[config.mk]
export PLATFORM = sky130hd
export DESIGN_NAME = nvsr_host
export DESIGN_NICKNAME = d
export VERILOG_FILES = /design/src/rtl/nvsr_pkg.sv /design/src/rtl/nvsr_host.sv /design/src/rtl/nvsr_sync.sv
export VERILOG_INCLUDE_DIRS = /design/src /design/src/rtl
export SDC_FILE = /design/constraint.sdc
export NUM_CORES = 1
export LEC_CHECK = 0
export BUFFER_PORTS_ARGS = -buffer_cell sky130_fd_sc_hd__buf_2
export CORE_AREA = 4 4 115 117
export DETAILED_ROUTE_END_ITERATION = 10
export DIE_AREA = 0 0 119 121
export PLACE_DENSITY = 0.81
export SYNTH_ARGS = -nofsm -noshare
export SYNTH_HDL_FRONTEND = slang
export SYNTH_SLANG_ARGS = --single-unit
[constraint.sdc]
create_clock -name i_sys_clk -period 9.5 [get_ports i_sys_clk]
set_input_delay 0.475 -clock i_sys_clk [delete_from_list [all_inputs] [get_ports i_sys_clk]]
set_output_delay 0.475 -clock i_sys_clk [all_outputs]
set_load 0.05 [all_outputs]
[src/rtl/nvsr_map.svh]
`ifndef NVSR_MAP_SVH
`define NVSR_MAP_SVH
// How it works
// - with no pending write, the requester itself must return busy/request high
// - a command is six reads; first five at 4E38, B1C7, 83E0, 7C1F, 703F
// - any other access inside the six reads aborts the command
// - write enable stays high throughout all six reads of a command
// - after changing the power-loss setting the host issues a store to keep it

// command sequence addresses
`define NVSR_SEQ_ADDR0 16'h4E38
`define NVSR_SEQ_ADDR1 16'hB1C7
`define NVSR_SEQ_ADDR2 16'h83E0
`define NVSR_SEQ_ADDR3 16'h7C1F
`define NVSR_SEQ_ADDR4 16'h703F
`define NVSR_SEQ_STORE 16'h8FC0
`define NVSR_SEQ_RECALL 16'h4C63
`define NVSR_SEQ_PLS_OFF 16'h8B45
`define NVSR_SEQ_PLS_ON 16'h4B46
`define NVSR_SEQ_LAST 3'h5
// reset values
`define NVSR_PLS_EN_RST 1'b1
// timing, in ns
`define NVSR_CLK_PERIOD_NS 20
`define NVSR_STORE_START_DELAY_NS 25000
`define NVSR_BUSY_HIGH_DRIVE_NS 500
`define NVSR_POST_BUSY_HOLDOFF_NS 5
`define NVSR_POWERUP_RECALL_NS 20000000
`define NVSR_STORE_CYCLE_NS 8000000
`define NVSR_RECALL_CYCLE_NS 200000
`define NVSR_ACCESS_NS 45
`endif

[src/rtl/nvsr_pkg.sv]
package nvsr_pkg;
   typedef enum logic [2:0] {
      ST_IDLE = 3'h0,
      ST_ACCESS = 3'h1,
      ST_RECOVER = 3'h3,
      ST_NV_WAIT = 3'h2,
      ST_WAIT_HIGH = 3'h6,
      ST_HOLDOFF = 3'h7,
      ST_HW_PULL = 3'h5,
      ST_BOOT = 3'h4
   } nvsr_state_t;

   typedef enum logic [2:0] {
      CMD_READ = 3'h0,
      CMD_WRITE = 3'h1,
      CMD_SW_STORE = 3'h2,
      CMD_SW_RECALL = 3'h3,
      CMD_PLS_OFF = 3'h4,
      CMD_PLS_ON = 3'h5,
      CMD_HW_STORE = 3'h6
   } nvsr_cmd_t;
endpackage : nvsr_pkg

[src/rtl/nvsr_host.sv]
`timescale 1ns/1ps
`include "nvsr_map.svh"
module nvsr_host #(
   parameter int ADDR_W = 19,
   parameter int DATA_W = 16,
   parameter int STORE_START_DELAY_NS = `NVSR_STORE_START_DELAY_NS,
   parameter int POST_BUSY_HOLDOFF_NS = `NVSR_POST_BUSY_HOLDOFF_NS,
   parameter int POWERUP_RECALL_NS = `NVSR_POWERUP_RECALL_NS,
   parameter int STORE_CYCLE_NS = `NVSR_STORE_CYCLE_NS,
   parameter int RECALL_CYCLE_NS = `NVSR_RECALL_CYCLE_NS,
   parameter int ACCESS_NS = `NVSR_ACCESS_NS
) (
   // clock and reset
   input wire logic i_sys_clk,
   input wire logic i_sys_rst,
   // command port
   input wire logic i_cmd_valid,
   input wire logic [2:0] i_cmd,
   input wire logic [ADDR_W-1:0] i_addr,
   input wire logic [DATA_W-1:0] i_wdata,
   output logic o_cmd_ready,
   output logic o_rsp_valid,
   output logic [DATA_W-1:0] o_rdata,
   // status
   output logic o_dirty,
   output logic o_power_loss_store_en,
   input wire logic i_supply_low,
   // memory pins
   output logic [ADDR_W-1:0] o_addr,
   output logic o_ce_n,
   output logic o_oe_n,
   output logic o_we_n,
   output logic o_upper_byte_enable_n,
   output logic o_lower_byte_enable_n,
   input wire logic [DATA_W-1:0] i_dq,
   output logic [DATA_W-1:0] o_dq,
   output logic o_dq_oe,
   // busy/request open-drain pin
   input wire logic i_store_busy_request_n,
   output logic o_store_busy_request_n,
   output logic o_store_busy_request_n_oe
);
   function automatic int ns_to_cyc(input int ns);
      int c;
      c = (ns + `NVSR_CLK_PERIOD_NS - 1) / `NVSR_CLK_PERIOD_NS;
      return (c < 1) ? 1 : c;
   endfunction : ns_to_cyc

   function automatic logic [15:0] seq_addr(input logic [2:0] idx, input nvsr_pkg::nvsr_cmd_t cmd);
      logic [15:0] a;
      a = `NVSR_SEQ_ADDR0;
      case (idx)
         3'h0: a = `NVSR_SEQ_ADDR0;
         3'h1: a = `NVSR_SEQ_ADDR1;
         3'h2: a = `NVSR_SEQ_ADDR2;
         3'h3: a = `NVSR_SEQ_ADDR3;
         3'h4: a = `NVSR_SEQ_ADDR4;
         default: begin
            case (cmd)
               nvsr_pkg::CMD_SW_RECALL: a = `NVSR_SEQ_RECALL;
               nvsr_pkg::CMD_PLS_OFF: a = `NVSR_SEQ_PLS_OFF;
               nvsr_pkg::CMD_PLS_ON: a = `NVSR_SEQ_PLS_ON;
               default: a = `NVSR_SEQ_STORE;
            endcase
         end
      endcase
      return a;
   endfunction : seq_addr

   localparam logic [31:0] START_CYC = 32'(ns_to_cyc(STORE_START_DELAY_NS));
   localparam logic [31:0] HOLDOFF_CYC = 32'(ns_to_cyc(POST_BUSY_HOLDOFF_NS));
   localparam logic [31:0] BOOT_CYC = 32'(ns_to_cyc(POWERUP_RECALL_NS));
   localparam logic [31:0] STORE_CYC = 32'(ns_to_cyc(STORE_CYCLE_NS));
   localparam logic [31:0] RECALL_CYC = 32'(ns_to_cyc(RECALL_CYCLE_NS));
   localparam logic [31:0] ACC_CYC = 32'(ns_to_cyc(ACCESS_NS));

   nvsr_pkg::nvsr_state_t state_q;
   nvsr_pkg::nvsr_cmd_t cmd_q;
   logic [31:0] timer_q;
   logic [2:0] idx_q;
   logic [ADDR_W-1:0] addr_q;
   logic [DATA_W-1:0] wdata_q;
   logic busy_s;
   logic supply_low_s;
   logic single_q;
   logic pull_q;
   logic timer_done;

   nvsr_sync #(.RST_VAL(1'b1)) u_busy_sync (
      .i_sys_clk(i_sys_clk),
      .i_sys_rst(i_sys_rst),
      .i_async(i_store_busy_request_n),
      .o_sync(busy_s)
   );

   nvsr_sync #(.RST_VAL(1'b1)) u_supply_sync (
      .i_sys_clk(i_sys_clk),
      .i_sys_rst(i_sys_rst),
      .i_async(i_supply_low),
      .o_sync(supply_low_s)
   );

   assign timer_done = (timer_q == 32'h0000_0001);
   // no new request while supply is low
   assign o_cmd_ready = (state_q == nvsr_pkg::ST_IDLE) && !supply_low_s;
   assign o_store_busy_request_n = 1'b0;
   assign o_store_busy_request_n_oe = pull_q;
   assign o_upper_byte_enable_n = 1'b0;
   assign o_lower_byte_enable_n = 1'b0;

   // main sequencer
   always_ff @(posedge i_sys_clk or posedge i_sys_rst) begin
      if (i_sys_rst) begin
         state_q <= nvsr_pkg::ST_BOOT;
         timer_q <= 32'h0000_0000;
         cmd_q <= nvsr_pkg::CMD_READ;
         idx_q <= 3'h0;
         single_q <= 1'b0;
         addr_q <= '0;
         wdata_q <= '0;
      end else begin
         case (state_q)
            nvsr_pkg::ST_BOOT: begin
               // wait out the power-up recall, then for busy high
               if (timer_q == 32'h0000_0000) begin
                  timer_q <= BOOT_CYC;
               end else if (timer_done) begin
                  state_q <= nvsr_pkg::ST_WAIT_HIGH;
               end else begin
                  timer_q <= timer_q - 32'h0000_0001;
               end
            end
            nvsr_pkg::ST_IDLE: begin
               if (i_cmd_valid && o_cmd_ready) begin
                  cmd_q <= nvsr_pkg::nvsr_cmd_t'(i_cmd);
                  addr_q <= i_addr;
                  wdata_q <= i_wdata;
                  idx_q <= 3'h0;
                  single_q <= (i_cmd == nvsr_pkg::CMD_READ) || (i_cmd == nvsr_pkg::CMD_WRITE);
                  if (i_cmd == nvsr_pkg::CMD_HW_STORE) begin
                     timer_q <= START_CYC;
                     state_q <= nvsr_pkg::ST_HW_PULL;
                  end else begin
                     timer_q <= ACC_CYC;
                     state_q <= nvsr_pkg::ST_ACCESS;
                  end
               end
            end
            nvsr_pkg::ST_ACCESS: begin
               if (timer_done) begin
                  state_q <= nvsr_pkg::ST_RECOVER;
               end else begin
                  timer_q <= timer_q - 32'h0000_0001;
               end
            end
            nvsr_pkg::ST_RECOVER: begin
               // each sequence read is followed by one ST_RECOVER cycle, chip enable high, before the next
               if (single_q) begin
                  state_q <= nvsr_pkg::ST_IDLE;
               end else if (idx_q != `NVSR_SEQ_LAST) begin
                  idx_q <= idx_q + 3'h1;
                  timer_q <= ACC_CYC;
                  state_q <= nvsr_pkg::ST_ACCESS;
               end else if (cmd_q == nvsr_pkg::CMD_PLS_OFF || cmd_q == nvsr_pkg::CMD_PLS_ON) begin
                  // make the new setting persistent
                  cmd_q <= nvsr_pkg::CMD_SW_STORE;
                  idx_q <= 3'h0;
                  timer_q <= ACC_CYC;
                  state_q <= nvsr_pkg::ST_ACCESS;
               end else begin
                  timer_q <= (cmd_q == nvsr_pkg::CMD_SW_RECALL) ? RECALL_CYC : STORE_CYC;
                  state_q <= nvsr_pkg::ST_NV_WAIT;
               end
            end
            nvsr_pkg::ST_HW_PULL: begin
               // release after the start delay so an idle request ends
               if (timer_done) begin
                  timer_q <= o_dirty ? STORE_CYC : 32'h0000_0002;
                  state_q <= nvsr_pkg::ST_NV_WAIT;
               end else begin
                  timer_q <= timer_q - 32'h0000_0001;
               end
            end
            nvsr_pkg::ST_NV_WAIT: begin
               if (timer_done) begin
                  state_q <= nvsr_pkg::ST_WAIT_HIGH;
               end else begin
                  timer_q <= timer_q - 32'h0000_0001;
               end
            end
            nvsr_pkg::ST_WAIT_HIGH: begin
               if (busy_s) begin
                  timer_q <= HOLDOFF_CYC;
                  state_q <= nvsr_pkg::ST_HOLDOFF;
               end
            end
            nvsr_pkg::ST_HOLDOFF: begin
               if (timer_done) begin
                  state_q <= nvsr_pkg::ST_IDLE;
               end else begin
                  timer_q <= timer_q - 32'h0000_0001;
               end
            end
            default: begin
               state_q <= nvsr_pkg::ST_IDLE;
            end
         endcase
      end
   end

   // memory pin drive, only inside an access window
   always_ff @(posedge i_sys_clk or posedge i_sys_rst) begin
      if (i_sys_rst) begin
         o_ce_n <= 1'b1;
         o_oe_n <= 1'b1;
         o_we_n <= 1'b1;
         o_addr <= '0;
         o_dq <= '0;
         o_dq_oe <= 1'b0;
      end else begin
         o_ce_n <= 1'b1;
         o_oe_n <= 1'b1;
         o_we_n <= 1'b1;
         o_dq_oe <= 1'b0;
         if (state_q == nvsr_pkg::ST_ACCESS && !timer_done) begin
            o_ce_n <= 1'b0;
            if (single_q) begin
               o_addr <= addr_q;
               o_dq <= wdata_q;
               o_we_n <= !(cmd_q == nvsr_pkg::CMD_WRITE && busy_s);
               o_oe_n <= (cmd_q == nvsr_pkg::CMD_WRITE);
               o_dq_oe <= (cmd_q == nvsr_pkg::CMD_WRITE);
            end else begin
               // bits above 15 zero; device compares 14..2 only
               o_addr <= ADDR_W'(seq_addr(idx_q, cmd_q));
               o_oe_n <= 1'b0;
            end
         end
      end
   end

   // response and read data capture
   always_ff @(posedge i_sys_clk or posedge i_sys_rst) begin
      if (i_sys_rst) begin
         o_rsp_valid <= 1'b0;
         o_rdata <= '0;
      end else begin
         o_rsp_valid <= (state_q == nvsr_pkg::ST_RECOVER && single_q) ||
                        (state_q == nvsr_pkg::ST_HOLDOFF && timer_done && cmd_q != nvsr_pkg::CMD_READ);
         if (state_q == nvsr_pkg::ST_ACCESS && timer_done && single_q && cmd_q == nvsr_pkg::CMD_READ) begin
            o_rdata <= i_dq;
         end
      end
   end

   // busy/request pull
   always_ff @(posedge i_sys_clk or posedge i_sys_rst) begin
      if (i_sys_rst) begin
         pull_q <= 1'b0;
      end else begin
         pull_q <= (state_q == nvsr_pkg::ST_IDLE && i_cmd_valid && o_cmd_ready && i_cmd == nvsr_pkg::CMD_HW_STORE) ||
                   (state_q == nvsr_pkg::ST_HW_PULL && !timer_done);
      end
   end

   // write-since-store tracking and power-loss store setting
   always_ff @(posedge i_sys_clk or posedge i_sys_rst) begin
      if (i_sys_rst) begin
         o_dirty <= 1'b0;
         o_power_loss_store_en <= `NVSR_PLS_EN_RST;
      end else begin
         if (!o_we_n && !o_ce_n) begin
            o_dirty <= 1'b1;
         end else if (state_q == nvsr_pkg::ST_NV_WAIT && timer_done) begin
            o_dirty <= 1'b0;
         end
         if (state_q == nvsr_pkg::ST_RECOVER && idx_q == `NVSR_SEQ_LAST && !single_q) begin
            if (cmd_q == nvsr_pkg::CMD_PLS_OFF) begin
               o_power_loss_store_en <= 1'b0;
            end else if (cmd_q == nvsr_pkg::CMD_PLS_ON) begin
               o_power_loss_store_en <= 1'b1;
            end
         end
      end
   end
endmodule : nvsr_host

[src/rtl/nvsr_sync.sv]
`timescale 1ns/1ps
module nvsr_sync #(
   parameter logic RST_VAL = 1'b1
) (
   // clock and reset
   input wire logic i_sys_clk,
   input wire logic i_sys_rst,
   // level in and out
   input wire logic i_async,
   output logic o_sync
);
   logic meta_q;

   always_ff @(posedge i_sys_clk or posedge i_sys_rst) begin
      if (i_sys_rst) begin
         meta_q <= RST_VAL;
         o_sync <= RST_VAL;
      end else begin
         meta_q <= i_async;
         o_sync <= meta_q;
      end
   end
endmodule : nvsr_sync

==> impl_metrics.json, run 1 <==
{
  "cts.clk_slew.worst_paths_ns": 0.06,
  "fillers": 965,
  "rsz0062_at_grt": "no",
  "maxSlewHeadroom": 0.2429,
  "grt_pass1_vias": 6101,
  "cpPeakStageDelay_ns": 0.81,
  "grt_pass1_wl_um": 30010,
  "core_mm2": 0.01236,
  "dieArea_mm2": 0.01440,
  "worstSetupPathType": "register to register",
  "hold_viol_final": 0,
  "fmax_mhz": 284.0,
  "cts_buffer_depth": 2,
  "power.density_mw_per_mm2": 388.6,
  "wire_per_inst_um": 17.58,
  "required_ns": 9.80,
  "synth_top_cell_by_area": "dfrtp_1",
  "num_rows": 41,
  "seq_area_frac_synth": 0.5021,
  "syn_area_mm2": 0.006999,
  "synth_edf_count": 0,
  "die_w_um": 119,
  "portBuffers": 118,
  "critical_path.startpoint_type": "register",
  "place_hpwl_um": 12450,
  "grt_overflow": 0,
  "tritoncts": "done",
  "post_cts_buffers": 0,
  "via_per_inst": 6.104,
  "crit_arrival_ns": 3.82,
  "avgSynthCellArea_um2": 9.345,
  "postSynth.asyncResetShare": 1.000,
  "area_growth_pct": 17.89,
  "drc": 0,
  "globalplace.congestion": 0.9548,
  "diodes": 0,
  "crit_chain": "nor3_2, nand4_1, nor3_4, nor3_2, nand2_1, mux2_2",
  "synth_top_area_share": 0.4684,
  "crit_path_top_delay_cell": "nor3_4",
  "post-route-period-util": 0.3706,
  "ant_nets": 0,
  "ys_top_cells_by_area": "dfrtp_1, nand2_1, mux2_2",
  "track_usage": 0.2585,
  "tns_ns": 0,
  "insertion_delay_ns": 0.42,
  "drive_gt1_frac": 0.2459,
  "maxCapViolCount": 0,
  "worstPathMaxFanout": 21,
  "cts.htree.levels": 4,
  "cts_buffers": 17,
  "ctsResizeCount": 0,
  "stdcell_count": 1034,
  "maxSlewViolCount": 0,
  "fin_nets": 912,
  "path_common_cell": "nor3_2",
  "vdd_drop_max_uv": 291.6,
  "synth-warning-count": 0,
  "start_util": 0.5661,
  "cp-end-kind": "register",
  "yosys-top-cells-count": "nand2_1, dfrtp_1, nor2_1",
  "synth_cell_types": 68,
  "fin_skew_ns": 0.005986,
  "ys_seq_elements": 140,
  "dieHeight_um": 121,
  "period_needed_ns": 3.521,
  "antenna_found_initial": 0,
  "setup_viol": 0,
  "finalWorstSetupSlack_ns": 5.979,
  "post-place-ws_ns": 6.082,
  "leakagePower_nw": 3.995,
  "hp-class": "input pin to async pin",
  "grt_max_degree": 77,
  "cts.sinks": 140,
  "worstMarginPinSlew_ns": 1.129,
  "synthFlopType": "dfrtp_1",
  "cts_root_buffer": "clkbuf_16",
  "first_pass_iters": 8,
  "drtIter0Drc": 714,
  "synth.most_common_cell": "nand2_1",
  "io_pins": 122,
  "post-place-cells": 1002,
  "status": "completed",
  "wl_um": 18180,
  "vias": 6312,
  "synthCells": 749,
  "hold_buffers": 0
}
## cells by family (layout without fill, tap and decap cells)
logic type               after synthesis  count (layout)  share of synthesized area
AO/OA/AOI/OAI                        167             167                     0.1571
XOR/XNOR                               2               2                   0.002503
adder cells (fa/ha/maj)                4               4                   0.007151
buffers and inverters                 58             169                    0.03629
flip-flops                           140             140                     0.5021
multiplexers                          36              36                    0.05738
other                                  1               3                  0.0005358
AND/OR/NAND/NOR                      341             341                     0.2369
## worst max-delay path, delay by kind of cell, from the launching register on
family / cells / cell delay, ns
AND/OR/NAND/NOR: 5 / 2.53
flip-flops: 1 / 0.43
multiplexers: 1 / 0.42
## power breakdown
part           total, mW  internal, mW  switching, mW
Combinational       1.48         0.458           1.03
Sequential          1.05         0.827          0.227
Clock              0.669         0.420          0.249
## cell usage in the layout (no fill, tap or decap), types with 7 or more instances in the layout
| cell type | count |
|---|---|
| nand2b_1 | 9 |
| mux2_2 | 33 |
| nand3_1 | 17 |
| o31ai_1 | 13 |
| o22ai_1 | 7 |
| a31oi_1 | 23 |
| a21oi_1 | 34 |
| or3_1 | 9 |
| nor2_1 | 52 |
| nor4_1 | 9 |
| buf_2 | 118 |
| inv_1 | 11 |
| o21ai_0 | 34 |
| dfrtp_1 | 131 |
| nor3_1 | 18 |
| nand2_1 | 165 |
| dfstp_2 | 9 |
| clkbuf_16 | 17 |
| nor2b_1 | 12 |
## layer usage
| layer | part of all wire | GRT usage | wire length (um) | vias up |
|---|---|---|---|---|
| met1 | 0.40 | 0.3405 | 7359 | 3066 |
| li1 | - | - | - | 2868 |
| met3 | 0.096 | 0.08904 | 1743 | 42 |
| met2 | 0.48 | 0.4062 | 8796 | 336 |
| met4 | 0.016 | 0.07820 | 282 | 0 |
| met5 | 0 | 0 | 0 | - |
## metrics by stage
step / instance area, um2 / util / hold WS [ns] / power [mW]
floorplan: 7007 / - / 0.3452 / 2.143
global route: 8252 / 0.6674 / 0.1333 / 3.401
detailed placement: 7659 / 0.6195 / 0.3478 / 2.512
global placement: 7659 / 0.6195 / 0.3458 / 2.445
CTS: 8252 / 0.6674 / 0.1422 / 3.191
finish: 8252 / 0.6674 / 0.1470 / 3.206
## registers in the layout, indices dropped and copies added, names as in the netlist, 3 cells and up
signal   flops
wdata_q     16
idx_q        3
state_q      3
o_rdata     16
o_dq        16
cmd_q        3
o_addr      19
timer_q     32
addr_q      19
## worst paths after layout
check | endpoint | cells past startpoint | from | slack (ns)
worst max register to register | o_dq[5]$_DFFE_PP0P_ | 6 | timer_q[8]$_DFFE_PP0P_ | 5.98
worst max-delay path | o_dq[5]$_DFFE_PP0P_ | 6 | timer_q[8]$_DFFE_PP0P_ | 5.98
max in group asynchronous | o_dq[5]$_DFFE_PP0P_ | 3 | i_sys_rst | 8.00
worst min-delay path | o_rdata[9]$_DFFE_PP0P_ | 2 | i_sys_rst | 0.15
min in group i_sys_clk | u_supply_sync.meta_q$_DFF_PP1_ | 1 | i_supply_low | 0.15
worst min register to register | u_supply_sync.o_sync$_DFF_PP1_ | 0 | u_supply_sync.meta_q$_DFF_PP1_ | 0.36
## area by class of cell
class | count | area (um2) | area share
Sequential cell | 140 | 3515 | 0.4259
Tap cell | 172 | 215.2 | 0.02608
Multi-Input combinational cell | 553 | 3241 | 0.3927
Clock inverter | 10 | 138.9 | 0.01683
Clock buffer | 22 | 454.2 | 0.05504
Timing Repair Buffer | 123 | 628.1 | 0.07612
Inverter | 14 | 60.06 | 0.007278
(Power assumes the default switching activity.)
==> run 2: changes to the inputs <==
--- a/config.mk
+++ b/config.mk
@@ -7,10 +7,10 @@
 export NUM_CORES = 1
 export LEC_CHECK = 0
 export BUFFER_PORTS_ARGS = -buffer_cell sky130_fd_sc_hd__buf_2
-export CORE_AREA = 4 4 115 117
+export CORE_AREA = 4 4 123 125
 export DETAILED_ROUTE_END_ITERATION = 10
-export DIE_AREA = 0 0 119 121
-export PLACE_DENSITY = 0.81
+export DIE_AREA = 0 0 127 129
+export PLACE_DENSITY = 0.75
 export SYNTH_ARGS = -nofsm -noshare
 export SYNTH_HDL_FRONTEND = slang
 export SYNTH_SLANG_ARGS = --single-unit
==> constraint.sdc (replaced) <==
create_clock -name i_sys_clk -period 3.2 [get_ports i_sys_clk]
set_input_delay 0.16 -clock i_sys_clk [delete_from_list [all_inputs] [get_ports i_sys_clk]]
set_output_delay 0.16 -clock i_sys_clk [all_outputs]
set_load 0.05 [all_outputs]
==> impl_metrics.json, run 2 (synthesis gave the netlist of run 1 again) <==
{
  "status": "finished, violations left",
  "violations": "negative hold slack",
  "worstPathMaxFanout": 25,
  "wl_um": 19860,
  "wire_per_inst_um": 17.84,
  "globalplace.congestion": 0.9085,
  "rr_worst_depth": 6,
  "ant_nets": 0,
  "tns_ns": 0,
  "core_mm2": 0.01388,
  "r2r-end": "timer_q[13]$_DFFE_PP0P_",
  "cpPeakStageDelay_ns": 0.79,
  "first_pass_iters": 6,
  "cts.htree.levels": 4,
  "start_util": 0.5042,
  "num_rows": 43,
  "insertion_delay_ns": 0.42,
  "regMostFlops": "timer_q",
  "crit_arrival_ns": 3.22,
  "period_needed_ns": 2.960,
  "drc": 0,
  "grt_pass1_vias": 6376,
  "post-place-cells": 1026,
  "cts.sinks": 140,
  "critical_path.startpoint_type": "register",
  "cts_root_buffer": "clkbuf_16",
  "rr_startpoint": "state_q[2]$_DFFE_PP1P_",
  "worstSetupPathType": "register to register",
  "top_regs": "timer_q: 32 flops, addr_q: 19 flops, o_addr: 19 flops",
  "post_cts_buffers": 0,
  "portBuffers": 118,
  "io_pins": 122,
  "grt_max_degree": 141,
  "power.density_mw_per_mm2": 1091,
  "hold_viol_final": 40,
  "track_usage": 0.2463,
  "crit_path_top_delay_cell": "dfstp_2",
  "drtIter0Drc": 668,
  "leakagePower_nw": 4.321,
  "maxSlewHeadroom": 0.2769,
  "rsz0062_at_grt": "no",
  "final_cell_mix": "nand2_1, dfrtp_1, buf_2",
  "post-route-period-util": 0.9250,
  "setup_viol": 0,
  "antenna_found_initial": 0,
  "vias": 6469,
  "crit_chain": "nor3b_1, nand4_1, nor4_4, nor3_2, a31oi_1, o22ai_1",
  "via_per_inst": 5.812,
  "maxSlewViolCount": 0,
  "fmax_mhz": 337.8,
  "diodes": 0,
  "place_hpwl_um": 12400,
  "hp-class": "input pin to async pin",
  "tritoncts": "done",
  "stdcell_count": 1113,
  "dieHeight_um": 129,
  "grt_overflow": 0,
  "grt_pass1_wl_um": 32120,
  "worstMarginPinSlew_ns": 1.079,
  "fin_skew_ns": 0.01401,
  "worst_hold_slack_ns": -0.05124,
  "maxCapViolCount": 0,
  "vdd_drop_max_uv": 735.6,
  "cts.clk_slew.worst_paths_ns": 0.06,
  "cts_buffers": 17,
  "mostFrequentLayoutCell": "nand2_1",
  "rrSetupSlack_ns": 0.24,
  "area_growth_pct": 28.42,
  "cp-end-kind": "register",
  "fin_nets": 984,
  "largest_reg_flops": 32,
  "cts_buffer_depth": 2,
  "required_ns": 3.46,
  "die_w_um": 127,
  "drive_gt1_frac": 0.2487,
  "dieArea_mm2": 0.01638
}
-- run 2: changes by cell type in the layout (fill, tap and decap cells not counted) --
cell / before / now
buf_4: 5 / 19
dlygate4sd3_1: 0 / 56
buf_12: 0 / 2
clkinv_2: 3 / 1
inv_6: 2 / 4
clkbuf_1: 4 / 0
clkinvlp_4: 1 / 3
clkbuf_8: 1 / 0
nor3_2: 3 / 4
inv_8: 0 / 2
nor3_1: 18 / 17
-- run 2: stage by stage --
| step | hold WS, ns | util | total power [mW] | worst slack (ns) | instance area, um2 |
|---|---|---|---|---|---|
| after floorplan | 0.1645 | - | 6.362 | 0.6516 | 7010 |
| after global placement | 0.2663 | 0.5632 | 7.501 | 0.2981 | 7818 |
| after detailed placement | 0.2672 | 0.5632 | 7.590 | 0.2875 | 7818 |
| after CTS | 0.008840 | 0.6476 | 9.758 | 0.2655 | 8989 |
| after global routing | 0.004339 | 0.6476 | 10.40 | 0.1115 | 8989 |
| final | -0.05124 | 0.6476 | 9.804 | 0.2399 | 8989 |
-- run 2: power breakdown --
group	internal, mW	leakage (nW)	total [mW]	switching (mW)
clock	1.24	0.295	2.06	0.815
combinational	1.54	2.24	4.68	3.14
sequential	2.45	1.78	3.07	0.616
-- run 2: timing repair --
item                      in CTS  in global routing
gates resized for setup        0                  0
hold buffers                  56                  0
hold endpoints to repair      55                  0
-- run 2: worst max-delay path by stage --
stage	from	endpoint	slack (ns)	cells past startpoint
after global placement	state_q[2]$_DFFE_PP1P_	timer_q[13]$_DFFE_PP0P_	0.30	6
after floorplan	timer_q[4]$_DFFE_PP0P_	timer_q[0]$_DFFE_PP0P_	0.65	11
after global routing	state_q[2]$_DFFE_PP1P_	timer_q[1]$_DFFE_PP0P_	0.11	6
after CTS	state_q[2]$_DFFE_PP1P_	timer_q[13]$_DFFE_PP0P_	0.27	6
final	state_q[2]$_DFFE_PP1P_	timer_q[13]$_DFFE_PP0P_	0.24	6
after detailed placement	state_q[2]$_DFFE_PP1P_	timer_q[13]$_DFFE_PP0P_	0.29	6
-- run 2: area by class of cell --
type,instances,area [um2]
repair buffers,195,1334
clock inverters,14,185.2
flip-flops and latches,140,3515
fillers,1142,4892
inverters,14,58.81
clock buffers,17,425.4
multi-input cells,553,3246
well taps,180,225.2
-- run 2: routing by layer --
metal,part of all wire,track usage,vias up
met5,0,0,-
met4,0.026,0.08896,0
met3,0.063,0.05936,51
met2,0.51,0.4178,276
met1,0.40,0.3090,3137
li1,-,-,3005
-- run 2: critical path, delay by kind of cell (launching register included) --
| kind | cells | cell delay (ns) |
|---|---|---|
| simple gates | 4 | 1.66 |
| compound gates | 2 | 0.33 |
| flops | 1 | 0.79 |
